===== src/hdl/oms_pkg.sv =====
// Shared types and constants for the operating-mode select block
package oms_pkg;
    localparam int OMS_ADDR_W = 16;
    localparam int OMS_DATA_W = 16;
    localparam int OMS_BYTE_W = 8;

    // Mode codes, ordered {debug pin, select b, select a}
    typedef enum logic [2:0] {
        OMS_SPEC_SC     = 3'b000,
        OMS_SPEC_NAR    = 3'b001,
        OMS_SPEC_PERIPH = 3'b010,
        OMS_SPEC_WIDE   = 3'b011,
        OMS_NORM_SC     = 3'b100,
        OMS_NORM_NAR    = 3'b101,
        OMS_RESERVED    = 3'b110,
        OMS_NORM_WIDE   = 3'b111
    } oms_mode_t;

    // Port pin usage
    typedef enum logic [1:0] {
        OMS_PF_GPIO      = 2'b00,
        OMS_PF_ADDR      = 2'b01,
        OMS_PF_ADDR_DATA = 2'b10
    } oms_port_func_t;

    typedef struct packed {
        logic special_mode_n_bit;
        logic mode_select_b;
        logic mode_select_a;
    } oms_mode_bits_t;

    typedef struct packed {
        logic write;
        logic [OMS_ADDR_W-1:0] addr;
        logic [OMS_DATA_W-1:0] data;
    } oms_word_req_t;

    typedef struct packed {
        logic valid;
        logic narrow;
        logic write;
        logic [OMS_ADDR_W-1:0] addr;
        logic [OMS_DATA_W-1:0] data;
    } oms_bus_cyc_t;

    localparam oms_mode_bits_t OMS_MODE_BITS_RST = 3'h0;
    localparam logic [OMS_ADDR_W-1:0] OMS_ADDR_STEP = 16'h0001;
    localparam logic [OMS_BYTE_W-1:0] OMS_BYTE_ZERO = 8'h00;
endpackage


===== src/hdl/oms_bus_seq.sv =====
// Word-to-bus-cycle sequencer for the multiplexed external bus
`timescale 1ns/1ps
module oms_bus_seq
    import oms_pkg::*;
#(
    parameter int DATA_W = OMS_DATA_W
)
(
    input wire logic clk_in,
    input wire logic rst_b_in,
    input wire logic bus_en_in,
    input wire logic narrow_in,
    input wire logic req_valid_in,
    input wire oms_word_req_t req_in,
    output logic req_ready_out,
    output oms_bus_cyc_t cyc_out
);
    // Byte split below assumes a word of exactly two bytes; refuse anything else at elaboration
    if (DATA_W != 2 * OMS_BYTE_W)
    begin : g_width_check
        $error("oms_bus_seq: DATA_W must be two bytes");
    end

    typedef enum logic [1:0] {
        SQ_IDLE = 2'b00,
        SQ_WIDE = 2'b01,
        SQ_HI   = 2'b10,
        SQ_LO   = 2'b11
    } oms_seq_state_t;

    oms_seq_state_t state_reg;
    oms_bus_cyc_t cyc_reg;
    logic ready_reg;
    logic [OMS_BYTE_W-1:0] lo_hold_reg;
    wire logic take = req_valid_in && ready_reg && state_reg == SQ_IDLE;

    // Narrow words go out high byte then low byte at address plus one
    always_ff @(posedge clk_in or negedge rst_b_in)
    begin
        if (!rst_b_in)
        begin
            state_reg <= SQ_IDLE;
            cyc_reg <= '0;
            ready_reg <= 1'b0;
            lo_hold_reg <= OMS_BYTE_ZERO;
        end
        else
        begin
            unique case (state_reg)
                SQ_IDLE:
                begin
                    ready_reg <= bus_en_in && !take;
                    cyc_reg.valid <= take;
                    if (take)
                    begin
                        cyc_reg.narrow <= narrow_in;
                        cyc_reg.write <= req_in.write;
                        cyc_reg.addr <= req_in.addr;
                        lo_hold_reg <= req_in.data[OMS_BYTE_W-1:0];
                        cyc_reg.data <= narrow_in ? {OMS_BYTE_ZERO, req_in.data[DATA_W-1:OMS_BYTE_W]} : req_in.data;
                        state_reg <= narrow_in ? SQ_HI : SQ_WIDE;
                    end
                end
                SQ_HI:
                begin
                    cyc_reg.addr <= cyc_reg.addr + OMS_ADDR_STEP;
                    cyc_reg.data <= {OMS_BYTE_ZERO, lo_hold_reg};
                    state_reg <= SQ_LO;
                end
                SQ_WIDE, SQ_LO:
                begin
                    cyc_reg.valid <= 1'b0;
                    ready_reg <= bus_en_in;
                    state_reg <= SQ_IDLE;
                end
            endcase
        end
    end

    assign req_ready_out = ready_reg;
    assign cyc_out = cyc_reg;

    property p_narrow_pair;
        @(posedge clk_in) disable iff (!rst_b_in)
        take && narrow_in |=> cyc_reg.valid && cyc_reg.data[7:0] == $past(req_in.data[15:8])
            ##1 cyc_reg.valid && cyc_reg.addr == $past(cyc_reg.addr) + OMS_ADDR_STEP ##1 !cyc_reg.valid;
    endproperty
    a_narrow_pair: assert property (p_narrow_pair) else $error("narrow word not split high then low");

    property p_wide_single;
        @(posedge clk_in) disable iff (!rst_b_in)
        take && !narrow_in |=> cyc_reg.valid && !cyc_reg.narrow ##1 !cyc_reg.valid;
    endproperty
    a_wide_single: assert property (p_wide_single) else $error("wide word not a single cycle");
endmodule // oms_bus_seq


===== src/hdl/oms_top.sv =====
// Operating-mode select: reset-time mode latch, mode writes, decode and bus steering
//
// Overview of operation
// - The mode comes from the debug pin and the two select pins as they stand during reset.
// - At reset release the three pin levels are latched into the readable mode bits.
// - Codes 100/101/111 are normal single/narrow/wide, 110 acts as peripheral, 000/001/010/011 are special ones.
// - Single-chip modes have no external bus and both ports are general-purpose I/O.
// - Wide modes and special peripheral use ports A and B as a 16-bit multiplexed address/data bus.
// - Narrow modes drive a 16-bit address on A and B with port A alone carrying 8-bit data.
// - In narrow modes a word goes out as high byte then low byte, the address stepping on the second.
// - Normal modes protect certain control bits; special modes open them for test and emulation.
// - Special single-chip mode leaves reset with background debug already active.
// - Special peripheral mode holds the processor and lets an external master reach peripherals.
// - Peripheral mode is neither entered nor left except through reset.
// - Software may switch modes only in a limited way by writing the latched mode bits.
// - The special-mode bit is writable only while it is zero, and the first write is ignored.
// - Select bits are writable once when the special bit is one, else anytime but the first, never to peripheral.
`timescale 1ns/1ps
module oms_top
    import oms_pkg::*;
(
    input wire logic clk_in,
    input wire logic rst_b_in,
    input wire logic debug_mode_pin_in,
    input wire logic mode_select_b_in,
    input wire logic mode_select_a_in,
    input wire logic mode_wr_in,
    input wire oms_mode_bits_t mode_wr_data_in,
    input wire logic background_debug_go_in,
    input wire logic background_debug_exit_in,
    input wire logic ext_req_valid_in,
    input wire oms_word_req_t ext_req_in,
    output logic ext_req_ready_out,
    output oms_bus_cyc_t ext_cyc_out,
    output oms_mode_bits_t mode_bits_out,
    output oms_mode_t mode_out,
    output oms_port_func_t port_a_func_out,
    output oms_port_func_t port_b_func_out,
    output logic protect_en_out,
    output logic cpu_hold_out,
    output logic background_debug_active_out,
    output logic mode_valid_out
);
    // Pin synchronisers; no reset so pin levels flow through while reset is held
    oms_mode_bits_t pin_meta_reg;
    oms_mode_bits_t pin_sync_reg;

    always_ff @(posedge clk_in)
    begin
        pin_meta_reg <= {debug_mode_pin_in, mode_select_b_in, mode_select_a_in};
        pin_sync_reg <= pin_meta_reg;
    end

    // Mode state
    oms_mode_bits_t mode_bits_reg;
    logic latched_reg;
    logic wr_seen_reg;
    oms_mode_t mode_reg;
    oms_port_func_t port_a_reg;
    oms_port_func_t port_b_reg;
    logic protect_reg;
    logic cpu_hold_reg;
    logic background_debug_reg;

    // Write qualification; refused while peripheral so that mode cannot be left
    wire logic spec_n_cur = mode_bits_reg.special_mode_n_bit;
    wire logic periph_cur = mode_bits_reg.mode_select_b && !mode_bits_reg.mode_select_a;
    wire logic wr_take = mode_wr_in && latched_reg && !periph_cur;
    wire logic spec_n_ok = wr_take && !spec_n_cur && wr_seen_reg;
    wire logic sel_base_ok = wr_take && (spec_n_cur ? !wr_seen_reg : wr_seen_reg);
    wire logic sel_bad = mode_wr_data_in.mode_select_b && !mode_wr_data_in.mode_select_a;
    wire logic sel_ok = sel_base_ok && !sel_bad;

    // Next mode bits: pins at the first edge after reset, then permitted writes only
    oms_mode_bits_t wr_bits;
    oms_mode_bits_t mode_bits_next;
    assign wr_bits.special_mode_n_bit = spec_n_ok ? mode_wr_data_in.special_mode_n_bit : spec_n_cur;
    assign wr_bits.mode_select_b = sel_ok ? mode_wr_data_in.mode_select_b : mode_bits_reg.mode_select_b;
    assign wr_bits.mode_select_a = sel_ok ? mode_wr_data_in.mode_select_a : mode_bits_reg.mode_select_a;
    assign mode_bits_next = latched_reg ? wr_bits : pin_sync_reg;

    // Decode from next bits so ports follow one cycle after the write
    wire oms_mode_t code_next = oms_mode_t'(mode_bits_next);
    wire oms_mode_t mode_next = (code_next == OMS_RESERVED) ? OMS_SPEC_PERIPH : code_next;
    wire logic sc_next = !mode_bits_next.mode_select_b && !mode_bits_next.mode_select_a;
    wire logic nar_next = !mode_bits_next.mode_select_b && mode_bits_next.mode_select_a;
    wire logic periph_next = mode_next == OMS_SPEC_PERIPH;
    wire oms_port_func_t port_a_next = sc_next ? OMS_PF_GPIO : OMS_PF_ADDR_DATA;
    wire oms_port_func_t port_b_next = sc_next ? OMS_PF_GPIO
                                     : (nar_next ? OMS_PF_ADDR : OMS_PF_ADDR_DATA);
    wire logic protect_next = mode_bits_next.special_mode_n_bit;

    // Debug goes active out of reset in special single chip; otherwise by external command outside peripheral mode
    wire logic background_debug_next = !latched_reg ? (mode_next == OMS_SPEC_SC)
        : (background_debug_reg || (background_debug_go_in && !periph_next)) && !background_debug_exit_in;

    // Mode register and latch
    always_ff @(posedge clk_in or negedge rst_b_in)
    begin
        if (!rst_b_in)
        begin
            mode_bits_reg <= OMS_MODE_BITS_RST;
            latched_reg <= 1'b0;
            wr_seen_reg <= 1'b0;
        end
        else
        begin
            mode_bits_reg <= mode_bits_next;
            latched_reg <= 1'b1;
            wr_seen_reg <= wr_seen_reg || wr_take;
        end
    end

    // Decoded configuration; CPU held until the mode is known
    always_ff @(posedge clk_in or negedge rst_b_in)
    begin
        if (!rst_b_in)
        begin
            mode_reg <= OMS_SPEC_SC;
            port_a_reg <= OMS_PF_GPIO;
            port_b_reg <= OMS_PF_GPIO;
            protect_reg <= 1'b1;
            cpu_hold_reg <= 1'b1;
            background_debug_reg <= 1'b0;
        end
        else
        begin
            mode_reg <= mode_next;
            port_a_reg <= port_a_next;
            port_b_reg <= port_b_next;
            protect_reg <= protect_next;
            cpu_hold_reg <= periph_next;
            background_debug_reg <= background_debug_next;
        end
    end

    // Device masters the bus only in expanded modes; never in single chip or peripheral
    wire logic bus_en = latched_reg && port_a_reg == OMS_PF_ADDR_DATA && !cpu_hold_reg;
    wire logic narrow_now = port_b_reg == OMS_PF_ADDR;

    oms_bus_seq #(
        .DATA_W(OMS_DATA_W)
    ) u_seq (
        .clk_in(clk_in),
        .rst_b_in(rst_b_in),
        .bus_en_in(bus_en),
        .narrow_in(narrow_now),
        .req_valid_in(ext_req_valid_in),
        .req_in(ext_req_in),
        .req_ready_out(ext_req_ready_out),
        .cyc_out(ext_cyc_out)
    );

    assign mode_bits_out = mode_bits_reg;
    assign mode_out = mode_reg;
    assign port_a_func_out = port_a_reg;
    assign port_b_func_out = port_b_reg;
    assign protect_en_out = protect_reg;
    assign cpu_hold_out = cpu_hold_reg;
    assign background_debug_active_out = background_debug_reg;
    assign mode_valid_out = latched_reg;

    // Checks
    property p_latch_pins;
        @(posedge clk_in) disable iff (!rst_b_in)
        $rose(latched_reg) |-> mode_bits_reg == $past(pin_sync_reg, 1);
    endproperty
    a_latch_pins: assert property (p_latch_pins) else $error("pins not latched at reset release");

    property p_pin_to_mode;
        @(posedge clk_in) disable iff (!rst_b_in)
        $rose(latched_reg) && $past(pin_sync_reg) == 3'h5 |-> mode_reg == OMS_NORM_NAR;
    endproperty
    a_pin_to_mode: assert property (p_pin_to_mode) else $error("pin code not decoded");

    property p_reserved;
        @(posedge clk_in) disable iff (!rst_b_in)
        latched_reg && mode_bits_reg == 3'h6 |-> mode_reg == OMS_SPEC_PERIPH && cpu_hold_reg;
    endproperty
    a_reserved: assert property (p_reserved) else $error("reserved code not forced to peripheral");

    property p_single_chip;
        @(posedge clk_in) disable iff (!rst_b_in)
        latched_reg && (mode_reg == OMS_SPEC_SC || mode_reg == OMS_NORM_SC)
            |-> port_a_reg == OMS_PF_GPIO && port_b_reg == OMS_PF_GPIO ##1 !ext_req_ready_out;
    endproperty
    a_single_chip: assert property (p_single_chip) else $error("single chip exposes a bus");

    property p_narrow_ports;
        @(posedge clk_in) disable iff (!rst_b_in)
        latched_reg && (mode_reg == OMS_SPEC_NAR || mode_reg == OMS_NORM_NAR)
            |-> port_a_reg == OMS_PF_ADDR_DATA && port_b_reg == OMS_PF_ADDR;
    endproperty
    a_narrow_ports: assert property (p_narrow_ports) else $error("narrow port use wrong");

    property p_protect;
        @(posedge clk_in) disable iff (!rst_b_in)
        latched_reg |-> protect_reg == mode_bits_reg.special_mode_n_bit;
    endproperty
    a_protect: assert property (p_protect) else $error("protection not tied to mode");

    property p_debug_sc;
        @(posedge clk_in) disable iff (!rst_b_in)
        $rose(latched_reg) && mode_reg == OMS_SPEC_SC |-> background_debug_reg;
    endproperty
    a_debug_sc: assert property (p_debug_sc) else $error("debug not active out of reset");

    property p_periph_fixed;
        @(posedge clk_in) disable iff (!rst_b_in)
        latched_reg && $past(latched_reg) |-> cpu_hold_reg == $past(cpu_hold_reg);
    endproperty
    a_periph_fixed: assert property (p_periph_fixed) else $error("peripheral mode changed at run time");

    property p_first_ignored;
        @(posedge clk_in) disable iff (!rst_b_in)
        mode_wr_in && latched_reg && !wr_seen_reg && !mode_bits_reg.special_mode_n_bit |=> $stable(mode_bits_reg);
    endproperty
    a_first_ignored: assert property (p_first_ignored) else $error("first special write took effect");

    property p_norm_once;
        @(posedge clk_in) disable iff (!rst_b_in)
        mode_wr_in && wr_seen_reg && mode_bits_reg.special_mode_n_bit |=> $stable(mode_bits_reg);
    endproperty
    a_norm_once: assert property (p_norm_once) else $error("normal mode bits written twice");

    property p_hold_mode;
        @(posedge clk_in) disable iff (!rst_b_in)
        latched_reg && !mode_wr_in |=> $stable(mode_bits_reg) && $stable(mode_reg);
    endproperty
    a_hold_mode: assert property (p_hold_mode) else $error("mode changed without a write");
endmodule // oms_top


===== config.mk =====
export PLATFORM = sky130hd
export DESIGN_NAME = oms_top
export DESIGN_NICKNAME = d
export VERILOG_FILES = /design/src/hdl/oms_pkg.sv /design/src/hdl/oms_bus_seq.sv /design/src/hdl/oms_top.sv
export SDC_FILE = /design/constraint.sdc
export NUM_CORES = 1
export LEC_CHECK = 0
export BUFFER_PORTS_ARGS = -buffer_cell sky130_fd_sc_hd__buf_2
export CAP_MARGIN = 5
export CORE_AREA = 2 2 83 85
export DETAILED_ROUTE_END_ITERATION = 8
export DIE_AREA = 0 0 85 87
export PLACE_DENSITY = 0.74
export SLEW_MARGIN = 10
export SYNTH_ARGS = -nofsm -noshare
export SYNTH_HDL_FRONTEND = slang
export SYNTH_SLANG_ARGS = --single-unit
export TNS_END_PERCENT = 20

===== constraint.sdc =====
create_clock -name clk_in -period 1.9 [get_ports clk_in]
set_input_delay 0.095 -clock clk_in [delete_from_list [all_inputs] [get_ports clk_in]]
set_output_delay 0.095 -clock clk_in [all_outputs]
set_load 0.1 [all_outputs]

==> impl_metrics.json <==
{
  "max_slew.worst_pin.slew_ns": 0.763,
  "post-route-min-period_ns": 1.87,
  "finalSetupViolations": 0,
  "drive_gt1_frac": 0.365,
  "vias": 2657,
  "port-buffer-count": 93,
  "start_util": 0.433,
  "dpl.hpwl_um": 5130,
  "cts_made_buffers": 9,
  "avgSynthCellArea_sq_um": 9.71,
  "wl_um": 7390,
  "viasPerCell": 5.26,
  "yosysWarnings": 0,
  "num_io_pins": 95,
  "dieHeight_um": 87,
  "grt_usage": 0.207,
  "fill_cells": 568,
  "first_pass_iters": 4,
  "cts.sinks": 66,
  "finalCritPeriodShare": 0.985,
  "status": "finished clean",
  "areaGrowthSynthToFinish_pct": 39.6,
  "placed_cell_area_sq_mm": 0.00353,
  "fin_util": 0.605,
  "fin_nets": 466,
  "clockBufferDepth": 2,
  "final_cell_mix": "93 x buf_2, 64 x nand2_1, 41 x dfrtp_1, 25 x dlygate4sd3_1, 20 x nand3_1",
  "finalClockSkew_ns": 0.0109,
  "regArea_sq_mm": 0.00167,
  "crit_fanout": 5,
  "grt_pass1_vias": 2594,
  "wire_per_inst_um": 14.6,
  "path_class": "flip-flop to flip-flop",
  "grt_max_degree": 35,
  "synth_area_sq_mm": 0.00285,
  "drv_cap": 0,
  "largest_reg_flops": 35,
  "synth_ff_type": "dfrtp_1",
  "critPathRequiredTime_ns": 2.12,
  "antenna_found_initial": 0,
  "hold_violations": 0,
  "async_reset_ff_frac": 0.909,
  "dieArea_sq_mm": 0.00740,
  "grt_overflow": 0,
  "num_antenna_cells": 0,
  "final_common_cell": "buf_2",
  "synth_fp_nets": 339,
  "cts-root-buf": "clkbuf_8",
  "clk_pin_slew_ns": 0.07,
  "clock_latency_ns": 0.34,
  "cts_tree": "built",
  "place_congestion": 0.868,
  "yosysUniqueCellTypes": 47,
  "synth-edff-count": 0,
  "rsz0062_at_grt": "true",
  "drc": 0,
  "grt_pass1_wl_um": 12100,
  "holdCritPathClass": "primary input to flip-flop",
  "ys_seq_area_frac": 0.571,
  "cp-end-kind": "flip-flop",
  "cp.arrival_ns": 2.10,
  "htree_levels": 3,
  "drt_iter0_markers": 187,
  "multi_input_area_sq_mm": 0.00116,
  "crit_path_start_kind": "flip-flop",
  "slew_headroom": 0.492,
  "netlist_instances": 293,
  "max_freq_mhz": 534,
  "coreArea_sq_mm": 0.00657,
  "ys_ff_latch": 66,
  "die_x_um": 85,
  "ant_nets": 0,
  "finalInstanceArea_sq_mm": 0.00398,
  "maxSlewViolCount": 0,
  "reg2reg_slack_ns": 0.03,
  "rows": 30
}
-- routing by layer --
layer	part of all wire	vias to the layer above	track usage
met5	0	-	0
met1	0.44	1271	0.270
met4	0.019	0	0.0981
met2	0.47	84	0.327
met3	0.071	13	0.0512
li1	-	1289	-
-- path summary, 6_finish.rpt --
| kind | startpoint | end | cells after the start |
|---|---|---|---|
| worst min register to register | pin_meta_reg[0] | pin_sync_reg[0] | 0 |
| worst max-delay path | mode_bits_out[1] | background_debug_active_out | 5 |
| worst min-delay path | ext_req_in[12] | u_seq.cyc_out[12] | 3 |
| worst max register to register | mode_bits_out[1] | background_debug_active_out | 5 |
| max in group asynchronous | rst_b_in | u_seq.cyc_out[11] | 3 |
| min in group asynchronous | rst_b_in | u_seq.cyc_out[25] | 2 |
-- cell type report --
type                            count  area share
Tap cell                           80      0.0252
Inverter                            7     0.00661
Clock inverter                      2     0.00315
Multi-Input combinational cell    202       0.292
Timing Repair Buffer              134       0.210
Clock buffer                       14      0.0434
Sequential cell                    66       0.420
-- cells by family (layout without fill, tap and decap cells) --
| kind of cell | after synthesis | in the layout | share of synthesized area |
|---|---|---|---|
| and+or+nand+nor | 126 | 126 | 0.206 |
| DFF | 66 | 66 | 0.571 |
| AOI/OAI and AO/OA | 64 | 64 | 0.150 |
| buffers and inverters | 25 | 157 | 0.0356 |
| muxes | 8 | 8 | 0.0281 |
| other | 2 | 2 | 0.00264 |
| adders and majority gates | 1 | 1 | 0.00439 |
| xor gates and xnor gates | 1 | 1 | 0.00308 |
-- what timing repair did --
item / 4_1_cts / 5_1_grt
endpoints found under the setup margin: 0 / 1
hold endpoints to repair: 54 / 0
gates resized for setup: 0 / 1
hold buffers: 25 / 0
buffers inserted: 0 / 1
-- per-stage QoR --
stage / instances / setup WS, ns / hold slack, ns / TNS [ns]
after floorplan: 293 / -0.167 / -0.201 / -0.439
after global placement: 463 / 0.0722 / 0.198 / 0
after detailed placement: 463 / 0.0160 / 0.199 / 0
after CTS: 504 / 0.00470 / 0.0000162 / 0
after global routing: 505 / -0.0501 / 0.0118 / -0.0544
final: 505 / 0.0276 / 0.0150 / 0
-- synthesized netlist by cell type (2+ instances only) --
library cell / instances / area [sq um]
and3_1: 2 / 12.5
a22oi_1: 5 / 37.5
nor4_1: 3 / 18.8
clkbuf_1: 16 / 60.1
nor4_2: 2 / 25.0
dfrtp_1: 58 / 1450
a311oi_1: 4 / 35.0
inv_1: 5 / 18.8
buf_4: 2 / 15.0
nand2b_1: 3 / 18.8
a31oi_1: 3 / 18.8
nand2_1: 64 / 240
conb_1: 2 / 7.51
nor3_1: 5 / 25.0
a41oi_1: 2 / 17.5
dfxtp_1: 6 / 120
dfstp_2: 2 / 52.6
o311ai_1: 3 / 26.3
a21oi_1: 12 / 60.1
nand3_1: 21 / 105
o21ai_0: 2 / 10.0
o21ai_1: 17 / 85.1
inv_2: 2 / 7.51
o22ai_1: 3 / 18.8
o221ai_1: 2 / 17.5
nor2_1: 15 / 56.3
a221o_1: 2 / 20.0
nor2b_1: 2 / 12.5
nand4_1: 3 / 18.8
mux2i_1: 8 / 80.1
-- critical path, stage by stage (launching register included) --
cell      delay, ns
dfrtp_4        0.49
nor2b_4        0.15
or4b_4         0.56
a311oi_4       0.29
nor2b_4        0.19
o31ai_1        0.08
Power is left out: the tool's default activity adds up to more than one toggle a clock period on the data nets, which glitch-free logic cannot reach.
